**src/pkg/dso_pkg.sv**
```systemverilog
package dso_pkg;
  // frequency, current and voltage values travel in 0.1 units
  localparam int FW = 16;
  localparam int NOUT = 3;
  localparam int NDIN = 6;

  // register byte offsets
  localparam logic [5:0] OFS_FUNC = 6'h00;
  localparam logic [5:0] OFS_FDET = 6'h04;
  localparam logic [5:0] OFS_SRC = 6'h08;
  localparam logic [5:0] OFS_CUR = 6'h0c;
  localparam logic [5:0] OFS_LVOLT = 6'h10;
  localparam logic [5:0] OFS_COMM = 6'h14;
  localparam logic [5:0] OFS_STAT = 6'h18;

  // field positions
  localparam int FUNC_STRIDE = 8;
  localparam int FDET_WID_LSB = 16;
  localparam int SRC_FSRC_LSB = 4;
  localparam int SRC_LRM_LSB = 8;
  localparam int SRC_LACT_BIT = 16;
  localparam int SRC_RATIO_LSB = 24;
  localparam int CUR_DUR_LSB = 16;
  localparam int STAT_HYST_BIT = 3;
  localparam int STAT_CUR_BIT = 4;
  localparam int STAT_LOP_BIT = 5;
  localparam int STAT_LFR_BIT = 6;
  localparam int STAT_DIN_LSB = 8;

  // reset values
  localparam logic [5:0] RST_FUNC = 6'h00;
  localparam logic [15:0] RST_LEVEL = 16'h0000;
  localparam logic [7:0] RST_WIDTH = 8'h01;
  localparam logic [1:0] RST_SRC = 2'h0;
  localparam logic [7:0] RST_RATIO = 8'h64;
  localparam logic [15:0] RST_CUR = 16'h0000;
  localparam logic [15:0] RST_LVOLT = 16'h0000;

  // detection level 0.0..400.0 Hz, width 0.1..25.5 Hz
  localparam logic [15:0] LEVEL_MAX = 16'h0fa0;
  localparam logic [7:0] WIDTH_MIN = 8'h01;

  // command source settings
  localparam logic [1:0] SRC_LOCAL = 2'h0;
  localparam logic [1:0] SRC_PLC = 2'h3;
  localparam logic [7:0] RATIO_DIV = 8'h64;

  // output function codes
  localparam logic [5:0] FC_RUN = 6'h00;
  localparam logic [5:0] FC_FAULT = 6'h01;
  localparam logic [5:0] FC_FAGREE = 6'h02;
  localparam logic [5:0] FC_SAGREE = 6'h03;
  localparam logic [5:0] FC_FDET1 = 6'h04;
  localparam logic [5:0] FC_FDET2 = 6'h05;
  localparam logic [5:0] FC_RESTART = 6'h06;
  localparam logic [5:0] FC_BBLOCK = 6'h09;
  localparam logic [5:0] FC_OTQ = 6'h0c;
  localparam logic [5:0] FC_CAGREE = 6'h0d;
  localparam logic [5:0] FC_PLCST = 6'h12;
  localparam logic [5:0] FC_PLCCTL = 6'h13;
  localparam logic [5:0] FC_ZSPD = 6'h14;
  localparam logic [5:0] FC_READY = 6'h15;
  localparam logic [5:0] FC_UVOLT = 6'h16;
  localparam logic [5:0] FC_LOCOP = 6'h17;
  localparam logic [5:0] FC_LOCFR = 6'h18;
  localparam logic [5:0] FC_LTQ = 6'h19;
  localparam logic [5:0] FC_REFLOSS = 6'h1a;
  localparam logic [5:0] FC_TIMER = 6'h1b;
  localparam logic [5:0] FC_COMM = 6'h20;
  localparam logic [5:0] FC_PIDLOSS = 6'h25;

  // timing: one millisecond base for the current-agree duration
  localparam int CLK_PERIOD_NS = 8;
  localparam int MS_NS = 1000000;
  localparam int MS_CYCLES = MS_NS / CLK_PERIOD_NS;
endpackage

```
**src/rtl/dso_top.sv**
```systemverilog
// How it works
// - code 0: on while run command or output frequency nonzero
// - code 1: on for any fault except the two comm errors
// - code 2: on when frequency within width below the reference
// - code 3: on when frequency within width of detection level
// - code 4: on above level plus width, off below level, else hold
// - code 5: on below level plus width, off below level
// - code 6: on during automatic restart
// - code 9: on while output stage is baseblocked
// - code 12 over-torque, code 25 low-torque detection
// - code 13: on after current above threshold longer than duration
// - code 18: on when operation source setting is 3
// - code 19: follows the PLC logic result
// - code 20: on at zero speed
// - code 21: on when no fault and drive ready
// - code 22: on while bus voltage below low-voltage level
// - code 23: on in local operation source mode
// - code 24: on in local frequency source mode
// - code 26: on when frequency reference lost
// - reference loss: stop on setting 0, run at ratio on 1
// - code 27 follows timer, code 32 communication control
// - code 37: on while PID feedback lost
// - level accepts 0.0..400.0 Hz, width 0.1..25.5 Hz
module dso_top #(
  parameter int MS_CYCLES = dso_pkg::MS_CYCLES
) (
  // clock and reset
  input wire logic mclk,
  input wire logic resetn,
  // avalon-mm slave
  input wire logic [5:0] avs_address,
  input wire logic avs_read,
  input wire logic avs_write,
  input wire logic [31:0] avs_writedata,
  input wire logic [3:0] avs_byteenable,
  output logic [31:0] avs_readdata,
  output logic avs_waitrequest,
  // drive status, same clock
  input wire logic run_cmd,
  input wire logic [dso_pkg::FW-1:0] freq_out,
  input wire logic [dso_pkg::FW-1:0] freq_ref,
  input wire logic [dso_pkg::FW-1:0] out_current,
  input wire logic [dso_pkg::FW-1:0] dc_bus,
  input wire logic fault_other,
  input wire logic comm_error_a,
  input wire logic comm_error_b,
  input wire logic drive_ready,
  input wire logic restart_active,
  input wire logic baseblock,
  input wire logic over_torque,
  input wire logic low_torque,
  input wire logic plc_result,
  input wire logic zero_speed,
  input wire logic ref_loss,
  input wire logic timer_out,
  input wire logic pid_fb_loss,
  // terminal pins, first to last
  input wire logic [dso_pkg::NDIN-1:0] digital_inputs,
  // relay outputs
  output logic relay_output_one,
  output logic relay_output_two,
  output logic relay_output_three,
  // reference loss action
  output logic ref_loss_decel_q,
  output logic ref_loss_hold_q,
  output logic [dso_pkg::FW-1:0] ref_hold_freq_q
);
  import dso_pkg::*;

  logic [5:0] func_q [NOUT];
  logic [15:0] level_q;
  logic [7:0] width_q;
  logic [1:0] op_src_q;
  logic [1:0] fr_src_q;
  logic [NDIN-1:0] lr_mask_q;
  logic loss_act_q;
  logic [7:0] ratio_q;
  logic [15:0] cur_thr_q;
  logic [15:0] cur_dur_q;
  logic [15:0] lvolt_q;
  logic [NOUT-1:0] comm_ctl_q;
  logic wait_q;
  logic [31:0] rdata_q;
  logic [NDIN-1:0] din_s1_q, din_s2_q, din_s3_q, din_q;
  logic hyst_q;
  logic [31:0] tick_cnt_q;
  logic ms_tick;
  logic [15:0] dur_cnt_q;
  logic [15:0] last_ref_q;
  logic [NOUT-1:0] relay;
  logic [63:0] cond;
  logic [31:0] wmerged;
  logic [31:0] rd_d;
  logic wr_en;
  logic [16:0] lvl_hi, lvl_lo, ref_lo;
  logic cur_over, cur_agree, local_op, local_fr, any_fault;
  logic [23:0] hold_prod;

  // write is taken on the edge where waitrequest is already low
  assign wr_en = avs_write && !wait_q;
  always_comb
  begin
    for (int b = 0; b < 4; b++)
      wmerged[b*8 +: 8] = avs_byteenable[b] ? avs_writedata[b*8 +: 8]
                                            : rd_d[b*8 +: 8];
  end

  // one-cycle wait, then a single acknowledge cycle
  always_ff @(posedge mclk or negedge resetn)
  begin
    if (!resetn)
      wait_q <= 1'b1;
    else if ((avs_read || avs_write) && wait_q)
      wait_q <= 1'b0;
    else
      wait_q <= 1'b1;
  end

  // read mux; unmapped offsets read zero
  always_comb
  begin
    rd_d = 32'h0000_0000;
    case (avs_address)
      OFS_FUNC:
      begin
        for (int i = 0; i < NOUT; i++)
          rd_d[i*FUNC_STRIDE +: 6] = func_q[i];
      end
      OFS_FDET:
      begin
        rd_d[15:0] = level_q;
        rd_d[FDET_WID_LSB +: 8] = width_q;
      end
      OFS_SRC:
      begin
        rd_d[1:0] = op_src_q;
        rd_d[SRC_FSRC_LSB +: 2] = fr_src_q;
        rd_d[SRC_LRM_LSB +: NDIN] = lr_mask_q;
        rd_d[SRC_LACT_BIT] = loss_act_q;
        rd_d[SRC_RATIO_LSB +: 8] = ratio_q;
      end
      OFS_CUR:
      begin
        rd_d[15:0] = cur_thr_q;
        rd_d[CUR_DUR_LSB +: 16] = cur_dur_q;
      end
      OFS_LVOLT: rd_d[15:0] = lvolt_q;
      OFS_COMM: rd_d[NOUT-1:0] = comm_ctl_q;
      OFS_STAT:
      begin
        rd_d[NOUT-1:0] = relay;
        rd_d[STAT_HYST_BIT] = hyst_q;
        rd_d[STAT_CUR_BIT] = cur_agree;
        rd_d[STAT_LOP_BIT] = local_op;
        rd_d[STAT_LFR_BIT] = local_fr;
        rd_d[STAT_DIN_LSB +: NDIN] = din_q;
      end
      default: rd_d = 32'h0000_0000;
    endcase
  end

  // read data captured while waiting, so it stands at the ack edge
  always_ff @(posedge mclk or negedge resetn)
  begin
    if (!resetn)
      rdata_q <= 32'h0000_0000;
    else if (avs_read && wait_q)
      rdata_q <= rd_d;
  end
  assign avs_readdata = rdata_q;
  assign avs_waitrequest = wait_q;

  // per-output function codes
  always_ff @(posedge mclk or negedge resetn)
  begin
    if (!resetn)
      for (int i = 0; i < NOUT; i++)
        func_q[i] <= RST_FUNC;
    else if (wr_en && avs_address == OFS_FUNC)
      for (int i = 0; i < NOUT; i++)
        func_q[i] <= wmerged[i*FUNC_STRIDE +: 6];
  end

  // detection level and width, clamped to their accepted ranges
  always_ff @(posedge mclk or negedge resetn)
  begin
    if (!resetn)
    begin
      level_q <= RST_LEVEL;
      width_q <= RST_WIDTH;
    end
    else if (wr_en && avs_address == OFS_FDET)
    begin
      level_q <= (wmerged[15:0] > LEVEL_MAX) ? LEVEL_MAX
                                             : wmerged[15:0];
      width_q <= (wmerged[FDET_WID_LSB +: 8] < WIDTH_MIN) ? WIDTH_MIN
                 : wmerged[FDET_WID_LSB +: 8];
    end
  end

  // command sources and reference-loss settings
  always_ff @(posedge mclk or negedge resetn)
  begin
    if (!resetn)
    begin
      op_src_q <= RST_SRC;
      fr_src_q <= RST_SRC;
      lr_mask_q <= '0;
      loss_act_q <= 1'b0;
      ratio_q <= RST_RATIO;
    end
    else if (wr_en && avs_address == OFS_SRC)
    begin
      op_src_q <= wmerged[1:0];
      fr_src_q <= wmerged[SRC_FSRC_LSB +: 2];
      lr_mask_q <= wmerged[SRC_LRM_LSB +: NDIN];
      loss_act_q <= wmerged[SRC_LACT_BIT];
      ratio_q <= wmerged[SRC_RATIO_LSB +: 8];
    end
  end

  // current agree threshold/duration, low-voltage level, comm control
  always_ff @(posedge mclk or negedge resetn)
  begin
    if (!resetn)
    begin
      cur_thr_q <= RST_CUR;
      cur_dur_q <= RST_CUR;
      lvolt_q <= RST_LVOLT;
      comm_ctl_q <= '0;
    end
    else if (wr_en)
    begin
      if (avs_address == OFS_CUR)
      begin
        cur_thr_q <= wmerged[15:0];
        cur_dur_q <= wmerged[CUR_DUR_LSB +: 16];
      end
      if (avs_address == OFS_LVOLT)
        lvolt_q <= wmerged[15:0];
      if (avs_address == OFS_COMM)
        comm_ctl_q <= wmerged[NOUT-1:0];
    end
  end

  // terminal pins: three flops, a change counts once stages 2 and 3 agree
  always_ff @(posedge mclk or negedge resetn)
  begin
    if (!resetn)
    begin
      din_s1_q <= '0;
      din_s2_q <= '0;
      din_s3_q <= '0;
      din_q <= '0;
    end
    else
    begin
      din_s1_q <= digital_inputs;
      din_s2_q <= din_s1_q;
      din_s3_q <= din_s2_q;
      for (int i = 0; i < NDIN; i++)
        if (din_s2_q[i] == din_s3_q[i])
          din_q[i] <= din_s3_q[i];
    end
  end

  // frequency thresholds, widened so level plus width cannot wrap
  assign lvl_hi = {1'b0, level_q} + {9'h000, width_q};
  assign lvl_lo = ({1'b0, level_q} > {9'h000, width_q}) ?
                  {1'b0, level_q} - {9'h000, width_q} : 17'h00000;
  assign ref_lo = ({1'b0, freq_ref} > {9'h000, width_q}) ?
                  {1'b0, freq_ref} - {9'h000, width_q} : 17'h00000;

  // detection 1 hysteresis: the band between the thresholds holds state
  always_ff @(posedge mclk or negedge resetn)
  begin
    if (!resetn)
      hyst_q <= 1'b0;
    else if ({1'b0, freq_out} > lvl_hi)
      hyst_q <= 1'b1;
    else if (freq_out < level_q)
      hyst_q <= 1'b0;
  end

  // millisecond base; a long count, so the top exposes it for simulation
  always_ff @(posedge mclk or negedge resetn)
  begin
    if (!resetn)
      tick_cnt_q <= 32'h0000_0000;
    else if (ms_tick)
      tick_cnt_q <= 32'h0000_0000;
    else
      tick_cnt_q <= tick_cnt_q + 32'h0000_0001;
  end
  assign ms_tick = (tick_cnt_q == 32'(MS_CYCLES - 1));

  // current above threshold for longer than the duration
  assign cur_over = out_current > cur_thr_q;
  always_ff @(posedge mclk or negedge resetn)
  begin
    if (!resetn)
      dur_cnt_q <= 16'h0000;
    else if (!cur_over)
      dur_cnt_q <= 16'h0000;
    else if (ms_tick && dur_cnt_q != 16'hffff)
      dur_cnt_q <= dur_cnt_q + 16'h0001;
  end
  assign cur_agree = cur_over && (dur_cnt_q > cur_dur_q);

  // local/remote: source 0 or any mapped terminal active means local
  assign local_op = (op_src_q == SRC_LOCAL) || |(din_q & lr_mask_q);
  assign local_fr = (fr_src_q == SRC_LOCAL) || |(din_q & lr_mask_q);
  assign any_fault = fault_other || comm_error_a || comm_error_b;

  // condition per function code; unlisted codes stay zero
  always_comb
  begin
    cond = 64'h0000_0000_0000_0000;
    cond[FC_RUN] = run_cmd || (freq_out != '0);
    cond[FC_FAULT] = fault_other;
    cond[FC_FAGREE] = ({1'b0, freq_out} >= ref_lo) &&
                      (freq_out <= freq_ref);
    cond[FC_SAGREE] = ({1'b0, freq_out} >= lvl_lo) &&
                      ({1'b0, freq_out} <= lvl_hi);
    cond[FC_FDET1] = hyst_q;
    cond[FC_FDET2] = ({1'b0, freq_out} < lvl_hi) &&
                     (freq_out >= level_q);
    cond[FC_RESTART] = restart_active;
    cond[FC_BBLOCK] = baseblock;
    cond[FC_OTQ] = over_torque;
    cond[FC_LTQ] = low_torque;
    cond[FC_CAGREE] = cur_agree;
    cond[FC_PLCST] = (op_src_q == SRC_PLC);
    cond[FC_PLCCTL] = plc_result;
    cond[FC_ZSPD] = zero_speed;
    cond[FC_READY] = drive_ready && !any_fault;
    cond[FC_UVOLT] = dc_bus < lvolt_q;
    cond[FC_LOCOP] = local_op;
    cond[FC_LOCFR] = local_fr;
    cond[FC_REFLOSS] = ref_loss;
    cond[FC_TIMER] = timer_out;
    cond[FC_PIDLOSS] = pid_fb_loss;
  end

  // one selector per relay, each with its own code and comm bit
  genvar g;
  generate
    for (g = 0; g < NOUT; g++)
    begin : g_out
      logic [63:0] cond_g;
      always_comb
      begin
        cond_g = cond;
        cond_g[FC_COMM] = comm_ctl_q[g];
      end
      dso_sel u_sel (
        .mclk(mclk),
        .resetn(resetn),
        .code(func_q[g]),
        .cond(cond_g),
        .out_q(relay[g])
      );
    end
  endgenerate
  assign relay_output_one = relay[0];
  assign relay_output_two = relay[1];
  assign relay_output_three = relay[2];

  // last good reference is frozen while the reference is missing
  assign hold_prod = last_ref_q * ratio_q;
  always_ff @(posedge mclk or negedge resetn)
  begin
    if (!resetn)
    begin
      last_ref_q <= '0;
      ref_loss_decel_q <= 1'b0;
      ref_loss_hold_q <= 1'b0;
      ref_hold_freq_q <= '0;
    end
    else
    begin
      if (!ref_loss)
        last_ref_q <= freq_ref;
      ref_loss_decel_q <= ref_loss && !loss_act_q;
      ref_loss_hold_q <= ref_loss && loss_act_q;
      ref_hold_freq_q <= 16'(hold_prod / {16'h0000, RATIO_DIV});
    end
  end
endmodule

```
**src/rtl/dso_sel.sv**
```systemverilog
module dso_sel (
  // clock and reset
  input wire logic mclk,
  input wire logic resetn,
  // selection
  input wire logic [5:0] code,
  input wire logic [63:0] cond,
  // relay drive
  output logic out_q
);
  import dso_pkg::*;

  // reserved codes carry a zero condition bit, so they hold the relay off
  always_ff @(posedge mclk or negedge resetn)
  begin
    if (!resetn)
      out_q <= 1'b0;
    else
      out_q <= cond[code];
  end
endmodule

```
**config.mk**
```make
export PLATFORM = sky130hd
export DESIGN_NAME = dso_top
export DESIGN_NICKNAME = d
export VERILOG_FILES = /design/src/pkg/dso_pkg.sv /design/src/rtl/dso_top.sv /design/src/rtl/dso_sel.sv
export SDC_FILE = /design/constraint.sdc
export NUM_CORES = 1
export LEC_CHECK = 0
export BUFFER_PORTS_ARGS = -buffer_cell sky130_fd_sc_hd__buf_2
export CORE_MARGIN = 3
export CORE_UTILIZATION = 53
export DETAILED_ROUTE_END_ITERATION = 10
export PLACE_DENSITY = 0.78
export RECOVER_POWER = 50
export SLEW_MARGIN = 30
export SYNTH_ARGS = -nofsm -noshare
export SYNTH_HDL_FRONTEND = slang
export SYNTH_SLANG_ARGS = --single-unit
```
**constraint.sdc**
```tcl
create_clock -name mclk -period 25.9 [get_ports mclk]
set_input_delay 2.59 -clock mclk [delete_from_list [all_inputs] [get_ports mclk]]
set_output_delay 2.59 -clock mclk [all_outputs]
set_load 0.05 [all_outputs]
```
[Word level (Yosys, flattened, before mapping)]
Cells that the tools add are included.
Widths: inputs -> output; s select.
Storage, ports and cells
  input port bits: 130
  bits in registers: 255
Operators by class
  muxes and demuxes: 32
  divide/modulo/power cells: 1
  eq/ne operators: 16
  reductions and logical operators: 32
  $mul: 1
  bitwise logic cells: 1
  order comparisons: 18
  add/sub/neg operators: 5
Operators by type and width (number)
  $mux 16: 3
  $mux 8: 5
  $pmux 6 s6: 1
  $ge 16x17->1: 2
  $mux 17: 2
  $sub 16x8->17: 2
  $add 32x1->32 const B: 1
  $eq 32x17->1 const B: 1
  $gt 16x16->1: 2
  $gt 16x8->1: 2
  $lt 16x16->1: 2
  $mux 32: 1
  $div 24x7->24 const B: 1
  $mul 16x8->24: 1
  $lt 6x7->1 const B: 3
  $bmux 1 s6: 3
  $eq 6x5->1 const B: 3
  $add 16x8->17: 1
  $gt 16x17->1: 1
  $le 16x17->1: 1
  $lt 16x17->1: 1
  $add 16x1->16 const B: 1
  $ge 16x16->1: 1
  $gt 16x12->1 const B: 1
  other kinds (29): 64

[Depth between registers and ports, before layout]
  depth in word-level cells: 7
  gate-level depth with buffers: 62
  mapped depth without buffers: 50

[Cells and area by module]
A second synthesis with hierarchy kept.
Second synthesis, totals
  cells, all modules: 2784
  area, all modules: 24667.4 sq um
Modules (own cells, without submodules)
  dso_top: times used 1, seq. area each 6312.3 sq um, area an instance 22993.3 sq um, cells an instance 2652
  dso_sel: times used 3, seq. area each 25.0 sq um, area an instance 558.0 sq um, cells an instance 44

[Worst setup path after synthesis]
No wires, ideal clock.
  kind: reg2reg
  from: reg ratio_q[6]
  to: reg ref_hold_freq_q[0] (netlist bit)
  arrival time: 13417 ps
  setup time: 126 ps
  buffers on the path: 3
  setup slack: 12357 ps
  stages on the path, launching flop included: 51
  cell sequence: dfstp_2 -> clkbuf_1 -> nand2_1 -> fa_1 -> fa_1 -> inv_1 -> fa_1 -> inv_1 -> fa_1 -> inv_1 -> ha_1 -> a21o_1 -> a221o_1 -> a21o_1 -> a21oi_2 -> xnor2_1 -> buf_2 -> nor3_4 -> [... 15 more ...] -> nor2_1 -> or4_1 -> a31o_1 -> and2_4 -> and4_4 -> o31ai_4 -> a211oi_4 -> or4b_4 -> nand3_2 -> a21oi_2 -> xnor2_2 -> a2111oi_2 -> a2111o_1 -> o211ai_2 -> xnor2_1 -> or4b_1 -> a32o_1 -> a221o_1
On the way
  word-level cells in the longest chain between the ends: 2
Ends and longest elaborated chain
  start, declared: line dso_top.sv:77  | logic [7:0] ratio_q;
  start signal, assigned: line dso_top.sv:218  | ratio_q <= wmerged[SRC_RATIO_LSB +: 8];
  $mul 16x8->24: line dso_top.sv:370  | assign hold_prod = last_ref_q * ratio_q;
  $div 24x7->24: line dso_top.sv:386  | ref_hold_freq_q <= 16'(hold_prod / {16'h0000, RATIO_DIV});
  end signal, assigned: line dso_top.sv:386
  end, declared: line dso_top.sv:66  | output logic [dso_pkg::FW-1:0] ref_hold_freq_q
No other way between the ends.
A chain may end at the register's enable or synchronous reset.

[Final worst setup path]
  from: reg ratio_q[3]
  to: reg ref_hold_freq_q[0] (netlist bit)
The elaborated chain is that of the path after synthesis.

==> metrics.log <==
INFO  metric outcome = complete, but fails checks
INFO  metric failed_checks = max-capacitance violations, max-slew violations
INFO  metric power.leakage = 12.2 nW
INFO  metric grt_util_met3 = 3.61%
INFO  metric grt_start_max_net_pins = 128
INFO  metric dp.final_hpwl = roughly 56000 µm
INFO  metric slew_violations = 193
INFO  metric vias = 22300
INFO  metric grt_pass1_vias = 21700
INFO  metric clkLatencyLatePin = 0.60 ns
INFO  metric initial_utilization = between 50% and 60%
INFO  metric dominant_register_cell_in_the_synthesized_netlist = sky130_fd_sc_hd__dfrtp_1
INFO  metric grt.met1_usage = 37.6%
INFO  metric drc = 0
INFO  metric synth_edf_count = 0
INFO  metric fin_tns_setup = 0 ns
INFO  metric grt_first_pass_wirelength = around 120000 µm
INFO  metric hold_viol_final = 0
INFO  metric synthesized_area = 24300 µm²
INFO  metric number_of_library_cell_types_mapped_by_synthesis = 130
INFO  metric postSynth.asyncResetShare = 100%
INFO  metric finalCritPeriodShare = about three fifths
INFO  metric dp.cells = ~3500
INFO  metric numPortBuffers = approximately 180
INFO  metric globalRouteTotalUtil = 29.5%
INFO  metric critical_path_required = 26.34 ns
INFO  metric ctsRootBufferMaster = sky130_fd_sc_hd__clkbuf_16
INFO  metric cts_post_setup_buffers_inserted = 0
INFO  metric clock_sinks = 255
INFO  metric total_i_o_pin_count = about 180
INFO  metric place_area = 25600 µm²
INFO  metric cts_htree_levels = 1
INFO  metric final_cell_area = 26600 µm²
INFO  metric maxClockFrequency = 64.1 MHz
INFO  metric chipHeight = 220 µm
INFO  metric timing.critical_path.fanout_max = 18
INFO  metric criticalPathCategory = flip-flop to flip-flop
INFO  metric wirelength = about 72000 µm
INFO  metric layout-drive-gt1-share = 12.9%
INFO  metric core-area = between 40000 and 50000 µm²
INFO  metric worstSetupStartpointType = flip-flop
INFO  metric average_instance_area_after_synthesis = ~8.6 µm²
INFO  metric layout.cells.most_common_list = sky130_fd_sc_hd__nand2_1, sky130_fd_sc_hd__dfrtp_1, sky130_fd_sc_hd__o21ai_0, sky130_fd_sc_hd__inv_1, sky130_fd_sc_hd__ha_1
INFO  metric timing.hold.worst.class = flip-flop to flip-flop
INFO  metric layout.cells.most_common = sky130_fd_sc_hd__nand2_1
INFO  metric worst-endpoint-arrival = around 16 ns
INFO  metric design_power_total = 2.97 mW
INFO  metric floorplan.die_area = 48400 µm²
INFO  metric post_cts_hold_buffer_count = 0
INFO  metric crit_path_end_kind = flip-flop
INFO  metric initial_antenna_violation_count = 2
INFO  metric powerDensity = between 100 and 150 nW/µm²
INFO  metric grt_setup_unrepaired = no
INFO  metric floorplan.rows = 77
INFO  metric cts_tree = yes
INFO  metric cts_buffer_depth = 3
INFO  metric worst_slew_margin_rel = -138%
INFO  metric yosysWarningCount = 0
INFO  metric number_of_design_rule_violations_left_by_the_first_detailed_router_iteration = 2129
INFO  metric die_width = 220 µm
INFO  metric cts.reportedPaths.clkPinSlew = 0.06 ns
INFO  metric areaGrowthSynthToFinish = 9.63%
INFO  metric period_needed = 15.60 ns
INFO  metric crit_path_max_delay_cell_type = sky130_fd_sc_hd__a2111oi_2
INFO  metric ys_seq_area_share = a little over a quarter
INFO  metric fill_cells = 3882
INFO  metric final.hold.worst_slack = 0.351 ns
INFO  metric synthesis.nets = ~3200
INFO  metric instances_no_fill = 3550
INFO  metric cts_inserted_buffers = 28
INFO  metric clock-skew-final = approximately 0.045 ns
INFO  metric power.ir.vdd_worst = 0.167 mV
INFO  metric path_common_cell = sky130_fd_sc_hd__fa_1
INFO  metric gr-max-usage-layer = met2
INFO  metric synth_seq_cells = 255
INFO  metric detail_route.first_pass.iterations = 6
INFO  metric cp_slowest_stage_delay = 0.73 ns
INFO  metric avgViaCountPerCell = between 6 and 7
INFO  metric cts-resized-gates = 0
INFO  metric routed_wire_length_per_instance = 20.4 µm
INFO  metric timing_worst_slew_pin_value = around 3.6 ns
INFO  metric setup_viol = 0
INFO  metric met2_usage = 51.1%
INFO  metric drtAntennaViolNets = 0
INFO  metric place_congestion = 1.01
INFO  metric synthCells = 2824
INFO  metric num-nets-final = roughly 3300
INFO  metric grt-ovfl-total = 0
INFO  metric max_cap_violations = 3
==> through the flow <==
stage,utilization (%),setup WS (ns)
6_report,59.5,10.30
5_1_grt,59.5,9.26
4_1_cts,59.5,9.69
3_5_place_dp,57.3,9.75
3_3_place_gp,57.2,10.32
2_1_floorplan,-,12.36
==> worst max-delay path: cells and delay by family, from the launching register on <==
kind                     cells  cell delay, ns
AND/OR/NAND/NOR              6            2.29
flip-flops                   1            0.70
XOR/XNOR                     4            1.45
AO/OA/AOI/OAI               25            7.51
adder cells (fa/ha/maj)      6            2.76
multiplexers                 1            0.37
buffers and inverters        4            0.34
==> cells by family after synthesis <==
| kind of cell | share of synthesized area (%) |
|---|---|
| AOI/OAI and AO/OA | 22.1 |
| xor gates and xnor gates | 4.61 |
| adders and majority gates | 17.7 |
| buffers and inverters | 5.47 |
| DFF | 26.3 |
| muxes | 3.95 |
| and+or+nand+nor | 19.9 |
==> power by group <==
group / total (mW) / internal [mW] / switching, mW
sequential: 0.470 / 0.438 / 0.0320
combinational: 2.07 / 0.791 / 1.28
clock: 0.424 / 0.244 / 0.180
==> final timing paths <==
path	start	to	slack [ns]	cells past startpoint
setup reg to reg	ratio_q[3]	ref_hold_freq_q[0]	10.30	46
setup / recovery	ratio_q[3]	ref_hold_freq_q[0]	10.30	46
hold / removal	din_s1_q[5]	din_s2_q[5]	0.35	0
max in group asynchronous	resetn	ref_hold_freq_q[13]	15.85	4
hold reg to reg	din_s1_q[5]	din_s2_q[5]	0.35	0
min in group asynchronous	resetn	avs_readdata[13]	3.02	1
==> routing by layer <==
metal	routed length (µm)	share of wire [%]	vias up
met5	15	0.021	-
met4	3460	4.8	2
met3	4470	6.2	186
met2	35400	49	857
met1	29200	40	10900
li1	-	-	10400
==> layout make-up <==
type	count	area [µm²]	share of cell area, %
sequential	255	6390	24.0
clock buffer	39	822	3.09
antenna	1	2.50	0.00941
inverter	208	783	2.95
clock inverter	13	160	0.602
multi-input combinational	2237	16600	62.6
timing repair buffer	205	1050	3.95
tap	592	741	2.79
==> cells in the mapped netlist, types with 19 or more instances <==
library cell	count	area (µm²)
sky130_fd_sc_hd__a21o_1	55	413
sky130_fd_sc_hd__a21oi_1	120	601
sky130_fd_sc_hd__a22oi_1	53	398
sky130_fd_sc_hd__and2_1	94	588
sky130_fd_sc_hd__and3_1	27	169
sky130_fd_sc_hd__buf_2	19	95.1
sky130_fd_sc_hd__clkbuf_1	86	323
sky130_fd_sc_hd__dfrtp_1	250	6260
sky130_fd_sc_hd__fa_1	87	1740
sky130_fd_sc_hd__ha_1	197	2460
sky130_fd_sc_hd__inv_1	206	773
sky130_fd_sc_hd__mux2_2	33	372
sky130_fd_sc_hd__mux2i_1	36	360
sky130_fd_sc_hd__nand2_1	356	1340
sky130_fd_sc_hd__nand2b_1	25	156
sky130_fd_sc_hd__nand3_1	86	430
sky130_fd_sc_hd__nand4_1	52	325
sky130_fd_sc_hd__nor2_1	157	589
sky130_fd_sc_hd__nor2b_1	34	213
sky130_fd_sc_hd__nor3_1	47	235
sky130_fd_sc_hd__nor4_1	30	188
sky130_fd_sc_hd__o211ai_1	30	225
sky130_fd_sc_hd__o21ai_0	222	1110
sky130_fd_sc_hd__xnor2_1	86	753
sky130_fd_sc_hd__xor2_1	36	315
No activity file was read; power rests on OpenSTA's default activity.
